--- src/verilog/mioes_pkg.sv ---
`default_nettype none
package mioes_pkg;

    // ----------------------------------------------------------------
    // register bus
    // ----------------------------------------------------------------
    localparam int ADDR_W = 8;
    localparam int DATA_W = 32;
    localparam int CTR_W = 48;
    localparam int NUM_CTR = 4;
    localparam int FILL_W = 10;
    localparam logic [7:0] CTL_BASE = 8'h00;
    localparam logic [7:0] CTL_STRIDE = 8'h04;
    localparam logic [7:0] CTR_LO_BASE = 8'h10;
    localparam logic [7:0] CTR_HI_BASE = 8'h14;
    localparam logic [7:0] CTR_STRIDE = 8'h08;
    localparam logic [15:0] CTL_RESET = 16'h0000;
    localparam logic [47:0] CTR_RESET = 48'h000000000000;
    localparam logic [31:0] UNMAPPED_READ = 32'h00000000;

    // ----------------------------------------------------------------
    // event codes
    // ----------------------------------------------------------------
    localparam logic [7:0] EV_NULL = 8'h00;
    localparam logic [7:0] EV_CYCLE = 8'h01;
    localparam logic [7:0] EV_FILL = 8'h14;
    localparam logic [7:0] EV_DED_ARRIVAL = 8'h16;
    localparam logic [7:0] EV_POOL_INGRESS_RET = 8'h17;
    localparam logic [7:0] EV_DED_RETURN_LO = 8'h19;
    localparam logic [7:0] EV_DED_RETURN_HI = 8'h1a;
    localparam logic [7:0] EV_IO_BUSY = 8'h32;
    localparam logic [7:0] EV_IO_GRANT = 8'h33;
    localparam logic [7:0] EV_IO_REFUSAL = 8'h34;
    localparam logic [7:0] EV_POOL_TAKE_LO = 8'h40;
    localparam logic [7:0] EV_POOL_TAKE_HI = 8'h41;
    localparam logic [7:0] EV_POOL_RING_RET = 8'h44;
    localparam logic [7:0] EV_DED_TAKE_LO = 8'h46;
    localparam logic [7:0] EV_DED_TAKE_HI = 8'h47;
    localparam logic [7:0] EV_POOL_WAIT_LO = 8'h4a;
    localparam logic [7:0] EV_POOL_WAIT_HI = 8'h4b;

    // ----------------------------------------------------------------
    // unit-mask fields and counter restrictions
    // ----------------------------------------------------------------
    localparam int FILL_LAST_CTR = 1;
    localparam int ALL_BIT = 4;
    localparam int REFUSAL_LSB = 3;

    typedef struct packed {
        logic [7:0] umask;
        logic [7:0] code;
    } mioes_ctl_t;

    // io credit vectors: {std1,std0,byp1,byp0,rsp1,rsp0}
    // peer vectors: agent n at bits {2n+1 std, 2n bypass}
    // fill and arrival: {remote std, remote byp, local std, local byp}
    typedef struct packed {
        logic [5:0] io_grant;
        logic [2:0] io_refusal;
        logic [5:0] io_busy;
        logic [11:0] ded_take;
        logic [11:0] ded_return;
        logic [2:0] pool_ingress_ret;
        logic [5:0] pool_ring_ret;
        logic [11:0] pool_take;
        logic [11:0] pool_wait;
        logic [3:0] ded_arrival;
        logic [3:0][7:0] fill_occ;
    } mioes_events_t;

endpackage
`default_nettype wire
--- src/verilog/mioes_event_select.sv ---
// ----------------------------------------------------------------
// Summary of operation
// - code 0x1 counts every enabled clock on any counter 0..3
// - cycle count tracks enable with no extra delay, only a few cycles
// - code 0x33 counts io credits granted in response/bypass/standard class
// - each grant toward the io stack precedes its send; grants counted
// - grant mask bits 0..5: response, bypass, standard for port 0 and 1
// - code 0x34 counts refused credit attempts from data ring ingress
// - refusal mask bit 3 response, bit 4 bypass, bit 5 standard
// - code 0x32 counts cycles with at least one io credit busy
// - busy mask bits 0..5 select class per mesh port
// - code 0x46 counts dedicated peer takes, agents 0..3, mask bits 0..7
// - code 0x47 counts dedicated peer takes, agents 4..5, mask bits 0..3
// - code 0x19 counts dedicated peer returns, agents 0..3
// - code 0x1a counts dedicated peer returns, agents 4..5
// - code 0x17 counts pooled ingress returns, mask bits 0..2 agents
// - code 0x44 counts pooled ring returns, mask bits 0..5 agents
// - codes 0x40/0x41 count pooled peer takes, low and high agents
// - codes 0x4a/0x4b count pooled peer waits, low and high agents
// - code 0x14 occupancy only on counters 0 and 1, bit 4 all
// - four 48-bit counters, each with code and unit-mask control
// - arrival mask bits 0..3 select class, bit 4 selects all
// ----------------------------------------------------------------
//
// Local design decisions: the plain strobed port and the register addresses.
`timescale 1ns/10ps
`default_nettype none
module mioes_event_select (
    input wire logic core_clk_i,
    input wire logic reset_i,
    input wire logic ce_i,
    input wire logic [7:0] addr_i,
    input wire logic [31:0] wr_data_i,
    input wire logic wr_i,
    input wire logic rd_i,
    input wire mioes_pkg::mioes_events_t events_i,
    output logic [31:0] rd_data_o
);

    // ----------------------------------------------------------------
    // event selection
    // ----------------------------------------------------------------
    function automatic logic [9:0] evt_incr(
        input mioes_pkg::mioes_ctl_t c,
        input mioes_pkg::mioes_events_t e,
        input logic fill_ok
    );
        logic [7:0] m;
        logic hit;
        logic [9:0] fill;
        logic [3:0] sel;
        m = c.umask;
        hit = 1'b0;
        fill = 10'h000;
        sel = m[3:0] | {4{m[mioes_pkg::ALL_BIT]}};
        // outside occupancy, any selected sub-condition gives one count per cycle
        case (c.code)
            mioes_pkg::EV_CYCLE: begin
                hit = 1'b1;
            end
            mioes_pkg::EV_IO_GRANT: begin
                hit = |(m[5:0] & e.io_grant);
            end
            mioes_pkg::EV_IO_REFUSAL: begin
                hit = |(m[5:mioes_pkg::REFUSAL_LSB] & e.io_refusal);
            end
            mioes_pkg::EV_IO_BUSY: begin
                hit = |(m[5:0] & e.io_busy);
            end
            mioes_pkg::EV_DED_TAKE_LO: begin
                hit = |(m & e.ded_take[7:0]);
            end
            mioes_pkg::EV_DED_TAKE_HI: begin
                hit = |(m[3:0] & e.ded_take[11:8]);
            end
            mioes_pkg::EV_DED_RETURN_LO: begin
                hit = |(m & e.ded_return[7:0]);
            end
            mioes_pkg::EV_DED_RETURN_HI: begin
                hit = |(m[3:0] & e.ded_return[11:8]);
            end
            mioes_pkg::EV_POOL_INGRESS_RET: begin
                hit = |(m[2:0] & e.pool_ingress_ret);
            end
            mioes_pkg::EV_POOL_RING_RET: begin
                hit = |(m[5:0] & e.pool_ring_ret);
            end
            mioes_pkg::EV_POOL_TAKE_LO: begin
                hit = |(m & e.pool_take[7:0]);
            end
            mioes_pkg::EV_POOL_TAKE_HI: begin
                hit = |(m[3:0] & e.pool_take[11:8]);
            end
            mioes_pkg::EV_POOL_WAIT_LO: begin
                hit = |(m & e.pool_wait[7:0]);
            end
            mioes_pkg::EV_POOL_WAIT_HI: begin
                hit = |(m[3:0] & e.pool_wait[11:8]);
            end
            mioes_pkg::EV_DED_ARRIVAL: begin
                hit = |(sel & e.ded_arrival);
            end
            mioes_pkg::EV_FILL: begin
                // occupancy adds the selected levels; refused off 0..1
                for (int i = 0; i < 4; i++) begin
                    if (fill_ok && sel[i]) begin
                        fill = fill + {2'b00, e.fill_occ[i]};
                    end
                end
            end
            default: begin
                hit = 1'b0;
            end
        endcase
        return fill | {9'h000, hit};
    endfunction

    // ----------------------------------------------------------------
    // register file and counters
    // ----------------------------------------------------------------
    mioes_pkg::mioes_ctl_t ctl_r [mioes_pkg::NUM_CTR];
    logic [47:0] ctr_r [mioes_pkg::NUM_CTR];
    logic [31:0] rd_mux;
    logic [mioes_pkg::NUM_CTR-1:0] ctl_sel;
    logic [mioes_pkg::NUM_CTR-1:0] lo_sel;
    logic [mioes_pkg::NUM_CTR-1:0] hi_sel;
    logic [9:0] incr [mioes_pkg::NUM_CTR];
    logic [47:0] ctr_nxt [mioes_pkg::NUM_CTR];

    genvar g;
    generate
        for (g = 0; g < mioes_pkg::NUM_CTR; g++) begin : gen_ctr
            localparam logic [7:0] IDX = 8'(g);
            assign ctl_sel[g] = addr_i ==
                8'(mioes_pkg::CTL_BASE + IDX * mioes_pkg::CTL_STRIDE);
            assign lo_sel[g] = addr_i ==
                8'(mioes_pkg::CTR_LO_BASE + IDX * mioes_pkg::CTR_STRIDE);
            assign hi_sel[g] = addr_i ==
                8'(mioes_pkg::CTR_HI_BASE + IDX * mioes_pkg::CTR_STRIDE);
            assign incr[g] = evt_incr(ctl_r[g], events_i,
                g <= mioes_pkg::FILL_LAST_CTR);
            // counters wrap silently; software reads often enough
            assign ctr_nxt[g] = ctr_r[g] + {38'h0000000000, incr[g]};

            always_ff @(posedge core_clk_i) begin
                if (reset_i) begin
                    ctl_r[g] <= mioes_pkg::CTL_RESET;
                end else if (ce_i && wr_i && ctl_sel[g]) begin
                    ctl_r[g] <= wr_data_i[15:0];
                end
            end

            // a software write wins over a count in the same cycle
            always_ff @(posedge core_clk_i) begin
                if (reset_i) begin
                    ctr_r[g] <= mioes_pkg::CTR_RESET;
                end else if (ce_i) begin
                    if (wr_i && lo_sel[g]) begin
                        ctr_r[g][31:0] <= wr_data_i;
                    end else if (wr_i && hi_sel[g]) begin
                        ctr_r[g][47:32] <= wr_data_i[15:0];
                    end else begin
                        ctr_r[g] <= ctr_nxt[g];
                    end
                end
            end
        end
    endgenerate

    // ----------------------------------------------------------------
    // read path
    // ----------------------------------------------------------------
    always_comb begin
        rd_mux = mioes_pkg::UNMAPPED_READ;
        for (int i = 0; i < mioes_pkg::NUM_CTR; i++) begin
            if (ctl_sel[i]) begin
                rd_mux = {16'h0000, ctl_r[i]};
            end
            if (lo_sel[i]) begin
                rd_mux = ctr_r[i][31:0];
            end
            if (hi_sel[i]) begin
                rd_mux = {16'h0000, ctr_r[i][47:32]};
            end
        end
    end

    // read data stand until the next enabled clock after the strobe only
    always_ff @(posedge core_clk_i) begin
        if (reset_i) begin
            rd_data_o <= mioes_pkg::UNMAPPED_READ;
        end else if (ce_i && rd_i) begin
            rd_data_o <= rd_mux;
        end else if (ce_i) begin
            rd_data_o <= mioes_pkg::UNMAPPED_READ;
        end
    end
endmodule
`default_nettype wire

--- config.mk ---
export PLATFORM = sky130hd
export DESIGN_NAME = mioes_event_select
export DESIGN_NICKNAME = d
export VERILOG_FILES = /design/src/verilog/mioes_pkg.sv /design/src/verilog/mioes_event_select.sv
export SDC_FILE = /design/constraint.sdc
export NUM_CORES = 1
export LEC_CHECK = 0
export CORE_UTILIZATION = 40
export DETAILED_ROUTE_END_ITERATION = 6
export DONT_BUFFER_PORTS = 1
export HOLD_SLACK_MARGIN = 0.02
export PLACE_DENSITY = 0.6
export SYNTH_ARGS = -nofsm -noshare
export SYNTH_HDL_FRONTEND = slang
export SYNTH_SLANG_ARGS = --single-unit
export TNS_END_PERCENT = 1
--- constraint.sdc ---
create_clock -name core_clk_i -period 15.25 [get_ports core_clk_i]
set_clock_uncertainty 0.05 [all_clocks]
set_input_delay 3.8125 -clock core_clk_i [delete_from_list [all_inputs] [get_ports core_clk_i]]
set_output_delay 3.8125 -clock core_clk_i [all_outputs]
set_load 0.05 [all_outputs]
# --- Word-level counts from Yosys, hierarchy flattened ---
# Memories as Yosys holds them, arrays and structs flattened.
# Index checks and enable logic that the tools add are counted.
op_classes:
  n_addsub: 10
  n_eq_ne: 73
  n_mux: 124
  bitwise_logic: 82
  n_reduce_logical: 72
ops:
  columns: ["op", "count"]
  rows:
  - ["two-way mux 32 bit", 21]
  - ["== test 8 x 7 -> 1 bit (second input constant)", 28]
  - ["two-way mux 16 bit", 13]
  - ["== test 8 x 5 -> 1 bit (second input constant)", 22]
  - ["two-way mux 10 bit", 14]
  - ["AND 8 bit", 16]
  - ["== test 8 x 6 -> 1 bit (second input constant)", 16]
  - ["OR reduction 8 bit", 16]
  - ["adder 48 x 1 -> 48 bit", 2]
  - ["adder 48 x 10 -> 48 bit", 2]
  - ["AND 4 bit", 20]
  - ["OR reduction 4 bit", 20]
  - ["AND 6 bit", 12]
  - ["OR reduction 6 bit", 12]
  - ["two-way mux 1 bit", 70]
  - ["adder 10 x 8 -> 10 bit", 6]
  - ["one-hot mux 1 bit (15 select lines)", 4]
  - ["== test 8 x 1 -> 1 bit (second input constant)", 4]
  - ["AND 3 bit", 8]
  - ["OR reduction 3 bit", 8]
  - ["bitwise OR 1 bit", 20]
  - ["bitwise OR 10 x 1 -> 10 bit", 2]
  - ["== test 8 x 4 -> 1 bit (second input constant)", 2]
  - ["two-way mux 8 bit", 2]
  - ["5 further kinds", 21]
word_totals:
  ff_bits: 32
  mem_bits_rw: 256
  input_bits: 153
  out_inout_bits: 32
  elab_cells: 364
  n_memories: 2
memory_table:
  columns: ["memory", "depth", "width", "read_ports", "rd_ports_with_merged_regs", "write_ports", "line_no", "text"]
  rows:
  - ["ctr_r", 4, 48, 4, 0, 4, "mioes_event_select.sv:122", "logic [47:0] ctr_r [mioes_pkg::NUM_CTR];"]
  - ["ctl_r", 4, 16, 4, 0, 4, "mioes_event_select.sv:121", "mioes_pkg::mioes_ctl_t ctl_r [mioes_pkg::NUM_CTR];"]

# --- Depth between registers and ports, before layout ---
# Gate-level depths: netlist (run 1).
# An unclocked memory read counts as a cell.
depth:
  ltp_word: 16
  ltp_mapped: 34
  depth_no_buf: 31

# --- Worst setup path after synthesis (run 1) ---
# Ideal clock, no wire load.
synth_path:
  path_type: "input to register"
  startpoint: "in events_i[0] in the netlist's numbering"
  endpoint: "mem ctr_r[1][24] (data pin)"
  setup_time_ns: 0.267
  arrival_time_ns: 9.650
  required_ns: 14.933
  setup_slack_ns: 5.283
  cell_stages: 30
  n_path_buf: 0
  path_cell_list: "and2_1 ha_1 fa_1 maj3_1 nand2_1 nand3_1 xnor2_1 o21ai_0 ha_1 nand3_1 o211ai_1 or3_1 a21oi_1 o21ba_2 ha_1 or2_2 a21o_1 o41ai_1 nor2b_1 o21ai_0 o21bai_1 a21oi_1 ha_1 nand3_1 or2_2 a211oi_1 nor2_1 nor4b_1 xnor2_1 o21ai_0"
synth_lines:
  columns: ["item", "line_no", "text"]
  rows:
  - ["from (decl)", "mioes_event_select.sv:36", "input wire mioes_pkg::mioes_events_t events_i,"]
  - ["to (decl)", "mioes_event_select.sv:122", null]

==> results of run 1 <==
## kinds of logic after synthesis
group	count (synthesis)	share of synthesized area, %
compound gates	854	25.0
xor+xnor	199	7.58
fa+ha+maj	80	4.57
buf+inv	232	4.03
flops	288	36.2
mux	11	0.506
simple gates	1029	22.1
## report_power, final
part | internal [mW] | switching (mW) | total, mW
clock network | 0.481 | 0.355 | 0.836
registers | 0.909 | 0.0861 | 0.995
logic | 0.169 | 0.244 | 0.413
## cell usage in the layout, fill, tap and decap left out, drive strengths merged, types with 20 or more instances in the layout
| cell | count |
|---|---|
| o211ai | 32 |
| clkbuf | 51 |
| a21oi | 134 |
| a21o | 27 |
| nor2b | 27 |
| nand2b | 20 |
| a211oi | 63 |
| a22oi | 126 |
| dfxtp | 32 |
| buf | 26 |
| a222oi | 38 |
| nand2 | 335 |
| nor2 | 224 |
| and2 | 83 |
| xor2 | 97 |
| xnor2 | 102 |
| a221oi | 36 |
| a31oi | 23 |
| o21ai | 236 |
| ha | 68 |
| nor3 | 59 |
| nor4 | 20 |
| edfxtp | 256 |
| nand3 | 86 |
| inv | 54 |
| and3 | 30 |
| nand4 | 55 |
## worst reg2reg max path, delay by kind of cell, from the launching register on
kind / cells / cell delay (ns)
AND/OR/NAND/NOR: 12 / 2.96
XOR/XNOR: 2 / 0.29
AO/OA/AOI/OAI: 11 / 2.32
adder cells (fa/ha/maj): 6 / 2.08
flip-flops: 1 / 0.72
## state kept, by name (all words and copies together), names as in the netlist
name	count
ctl_r	64
rd_data_o	32
ctr_r	192
## worst paths after layout
kind	slack, ns	end
max	4.59	ctr_r[1][24]
min	0.62	rd_data_o[15]
max reg2reg	6.58	ctr_r[1][24]
min reg2reg	0.62	rd_data_o[15]
## final cells by class
type	count	area, µm²
Tap cell	756	946
Sequential cell	288	8330
Clock buffer	51	1050
Timing Repair Buffer	26	195
Clock inverter	12	73.8
Fill cell	5550	32000
Inverter	54	203
Multi-Input combinational cell	2173	13800
## metrics by stage
step           worst slack [ns]  cell area (µm²)  std cells  utilization, %  power (mW)
2_1_floorplan              5.28            23000       2693               -        1.29
3_3_place_gp               4.34            23500       3297            41.5        1.40
3_5_place_dp               4.10            23500       3297            41.5        1.41
4_1_cts                    4.64            24600       3360            43.5        2.24
5_1_grt                    4.10            24600       3360            43.5        2.32
6_report                   4.59            24600       3360            43.5        2.24
## per-layer routing
layer / global-route usage (%) / vias to the layer above / routed length [µm]
met3: 7.57 / 277 / 10500
met4: 15.2 / 0 / 5150
met1: 41.3 / 10973 / 37600
met5: 0 / - / 0
met2: 47.7 / 1394 / 41200
li1: - / 9969 / -
==> results.py, run 1 <==
metrics = {
    "sta": {
        "fin_crit_ns": 10.66,
        "relSlewSlack_pct": 22.0,
        "hold_violations": 0,
        "hold_ws_ns": 0.620,
        "setup_tns_ns": 0,
        "maxSlewViolCount": 0,
        "rsz0062_at_grt": "false",
        "tightest_slew_ns": 1.16,
        "fin_crit_sh_pct": 69.9,
        "setup_viol": 0,
        "fmax_ghz": 0.0938,
    },
    "yosys": {
        "synthArstFlopShare_pct": 0,
        "syn_inst": 2693,
        "ys_ff_latch": 288,
        "yosysMostFrequentCell": "nand2_1",
        "ys_top_cells_by_area": "edfxtp_1 (33%), nand2_1 (5.5%), o21ai_0 (5.0%)",
        "seq_area_frac_synth_pct": 36.2,
        "synth_top_area_share_pct": 33.4,
        "yosysTopAreaCell": "edfxtp_1",
        "ys.flop_type": "edfxtp_1",
        "synth_common_cells": "nand2_1 (335), edfxtp_1 (256), o21ai_0 (231)",
        "yosysUniqueCellTypes": 89,
        "yosys_warnings": 0,
        "synth-edff-count": 256,
        "syn_nets": 2922,
        "syn_avg_cell_area_um2": 8.54,
        "synthesis.area_um2": 23000,
    },
    "layout": {
        "drive_gt1_share_pct": 5.11,
        "nets": 2807,
        "area_growth_pct": 6.96,
        "diodes": 0,
    },
    "drt": {
        "wl_per_cell_um": 28.1,
        "wl_mm": 94.4,
        "first_iter_violations": 3255,
        "post-route-drc-count": 1,
        "firstDrtPassIters": 7,
        "ant_nets": 0,
        "vias": 22613,
        "viasPerCell": 6.73,
    },
    "grt": {
        "antenna_found_initial": 2,
        "grt_first_pass_wirelength_mm": 139,
        "track_usage_pct": 31.2,
        "grt-ovfl-total": 0,
        "grt_max_degree": 49,
        "grt_pass1_vias": 21074,
    },
    "floorplan": {
        "rows": 87,
        "ios": 185,
        "die_h_um": 242,
        "die_area_um2": 58500,
        "initial_utilization_pct": 40.6,
        "core_um2": 56600,
        "chipWidth_um": 242,
    },
    "setup_path": {
        "crit_path_start_kind": "primary input",
        "crit_type": "in -> reg",
        "slowest_delay_ns": 0.63,
        "end_kind": "flop",
        "critPathArrivalTime_ns": 10.90,
        "critPathMaxFanout": 8,
        "cp_top_family": "simple AND/OR/NAND/NOR gates",
        "ff2ff_path_depth": 31,
        "r2r-start": "ctl_r[1][12]",
        "crit_top_cell": "ha_1",
        "critical_path.startpoint": "events_i[0]",
        "worstPathRequired_ns": 15.49,
        "cpMaxStageDelayCell": "a211oi_1",
        "cp.depth": 30,
        "critPathBufInv": 0,
    },
    "clock_tree": {
        "cts.sinks": 288,
        "clkTransAtPathRegs_ns": 0.06,
        "postCtsHoldBufs": 0,
        "cts_resized": 0,
        "worst_skew_pair.late_latency_ns": 0.57,
        "htreeDepth": 2,
        "root_buffer": "clkbuf_16",
        "cts-buffers-inserted": 35,
        "cts_tree": "yes",
        "clockBufferDepth": 3,
        "post_cts_buffers": 0,
    },
    "power": {
        "power_density_nw_per_um2": 91.2,
        "irDropWorstVdd_uv": 68.7,
        "p_leak_nw": 8.07,
    },
    "min_path": {
        "holdCritPathClass": "reg -> reg",
        "worstHoldStart": "ctr_r[3][47]",
        "holdPathStages": 2,
    },
    "placement": {
        "numPortBuffers": 0,
        "gp_congestion": 0.971,
        "dpl.hpwl_mm": 68.6,
    },
    "run_status": {
        "status": "finished, violations left",
        "violations": "design-rule violations",
    },
    "flow_run": {
        "drv_cap": 0,
    },
}
(Power assumes the default switching activity.)
==> run 2, diff against run 1 <==
Settings changed: PLACE_DENSITY 0.6 to 0.62.
Clock period 15.25 ns to 8.5 ns, I/O delays scaled along.
==> run 2 against run 1 <==
Effect of this change:
- the run still ends with design-rule violations left
- die area unchanged
- sequential share of layout area down 0.51 points
- design area increased by 1.5%
- worst hold slack got worse by 0.0014 ns
- critical path type unchanged
- clock power increased by 84%
- total power increased by 83%
- setup slack lost 4.2 ns
==> results.py, run 2 (synthesis results as in run 1) <==
metrics = {
    "run_status": {
        "status": "finished, violations left",
        "violations": "design-rule violations",
    },
    "clock_tree": {
        "cts_tree": "yes",
        "clockBufferDepth": 3,
        "post_cts_buffers": 0,
        "postCtsHoldBufs": 0,
        "cts-buffers-inserted": 35,
        "root_buffer": "clkbuf_16",
        "clkTransAtPathRegs_ns": 0.06,
        "cts.sinks": 288,
        "htreeDepth": 2,
        "cts_resized": 0,
        "worst_skew_pair.late_latency_ns": 0.55,
    },
    "layout": {
        "final_common_cell": "nand2_1",
        "n_fill_cell": 5546,
        "drive_gt1_share_pct": 6.73,
        "largest_reg_flops": 192,
        "multiInputGateArea_um2": 13800,
        "final_util_pct": 44.1,
        "most-common-layout-cells": "nand2_1 (335), edfxtp_1 (256), o21ai_0 (230)",
        "regMostFlops": "ctr_r",
        "nets": 2848,
        "regArea_um2": 8330,
        "reg_top3": "ctr_r: 192 flops, ctl_r: 64 flops, rd_data_o: 32 flops",
        "instances_no_fill": 3405,
        "area_growth_pct": 8.61,
    },
    "floorplan": {
        "die_area_um2": 58500,
        "rows": 87,
        "chipWidth_um": 242,
        "core_um2": 56600,
        "die_h_um": 242,
        "ios": 185,
        "initial_utilization_pct": 40.6,
    },
    "placement": {
        "pre_cts_slack_ns": -0.332,
        "gp_congestion": 1.02,
        "dpl.hpwl_mm": 67.8,
        "numPortBuffers": 0,
        "dp_cells": 3338,
    },
    "setup_path": {
        "worstPathRequired_ns": 8.73,
        "slowest_delay_ns": 0.40,
        "cpMaxStageDelayCell": "fa_1",
        "crit_top_cell": "ha_1",
        "crit_path_start_kind": "primary input",
        "critPathMaxFanout": 7,
        "end_kind": "flop",
        "crit_type": "in -> reg",
        "critPathArrivalTime_ns": 8.31,
    },
    "drt": {
        "vias": 22664,
        "wl_per_cell_um": 27.7,
        "wl_mm": 94.4,
        "ant_nets": 0,
        "first_iter_violations": 3371,
        "firstDrtPassIters": 7,
        "viasPerCell": 6.66,
        "post-route-drc-count": 7,
    },
    "sta": {
        "fmax_ghz": 0.124,
        "tightest_slew_ns": 1.24,
        "fin_ws_ns": 0.416,
        "maxSlewViolCount": 0,
        "relSlewSlack_pct": 16.8,
        "hold_violations": 0,
        "rsz0062_at_grt": "false",
        "setup_viol": 0,
        "fin_crit_sh_pct": 95.1,
        "fin_crit_ns": 8.08,
    },
    "grt": {
        "grt_first_pass_wirelength_mm": 140,
        "antenna_found_initial": 3,
        "grt_pass1_vias": 21078,
        "track_usage_pct": 31.3,
        "grt_max_degree": 49,
        "grt-ovfl-total": 0,
    },
    "min_path": {
        "holdCritPathClass": "reg -> reg",
    },
    "flow_run": {
        "drv_cap": 0,
    },
    "power": {
        "irDropWorstVdd_uv": 134,
        "power_density_nw_per_um2": 164,
        "power_mw": 4.10,
        "p_leak_nw": 8.29,
    },
}
run 2: cell count changes in the layout (fill, tap and decap cells not counted), moves of 2 or more:
cell / previous run / this run
buf_12: 0 / 2
buf_4: 26 / 65
bufinv_16: 0 / 3
clkbuf_1: 9 / 6
clkbuf_16: 39 / 37
clkinvlp_4: 0 / 3
diode_2: 0 / 5
inv_6: 2 / 0
run 2: worst paths after layout:
path | from | endpoint | slack (ns) | cells past startpoint
worst max register to register | ctl_r[1][12] | ctr_r[1][28] | 0.93 | 34
worst max-delay path | events_i[0] | ctr_r[1][28] | 0.42 | 32
worst min-delay path | ctr_r[3][47] | rd_data_o[15] | 0.62 | 2
worst min register to register | ctr_r[3][47] | rd_data_o[15] | 0.62 | 2
run 2: metal layers:
layer / vias up / wire length, µm / global-route usage [%] / share of wire (%)
li1: 10050 / - / - / -
met1: 10945 / 38000 / 42.0 / 40
met2: 1424 / 41000 / 47.3 / 43
met3: 245 / 11400 / 8.67 / 12
met4: 0 / 4020 / 12.8 / 4.3
met5: - / 0 / 0 / 0
run 2: report_power, final:
part,internal (mW),switching [mW],leakage [nW],total [mW]
clock network,0.910,0.629,0.557,1.54
registers,1.63,0.145,2.96,1.78
logic,0.331,0.453,4.77,0.784
total,2.87,1.23,8.29,4.10
run 2: final cells by class:
type / count / share of cell area (%)
diodes: 5 / 0.0501
clock buffers: 46 / 3.96
clock inverters: 16 / 0.631
inverters: 54 / 0.812
multi-input cells: 2173 / 55.3
flip-flops and latches: 288 / 33.3
well taps: 756 / 3.79
repair buffers: 67 / 2.11
run 2: per-stage QoR:
step	setup TNS [ns]	hold WS [ns]	instance area, µm²
6_report	0	0.618	25000
5_1_grt	0	0.667	25000
4_1_cts	0	0.605	25000
3_5_place_dp	-4.90	0.599	23800
3_3_place_gp	-1.36	0.552	23800
2_1_floorplan	0	0.518	23000
run 2: worst max-delay path: cells and delay by family:
family,cells,cell delay (ns)
AOI/OAI and AO/OA,11,1.78
adders and majority gates,6,1.90
buffers and inverters,2,0.37
and+or+nand+nor,11,1.84
xor gates and xnor gates,2,0.29
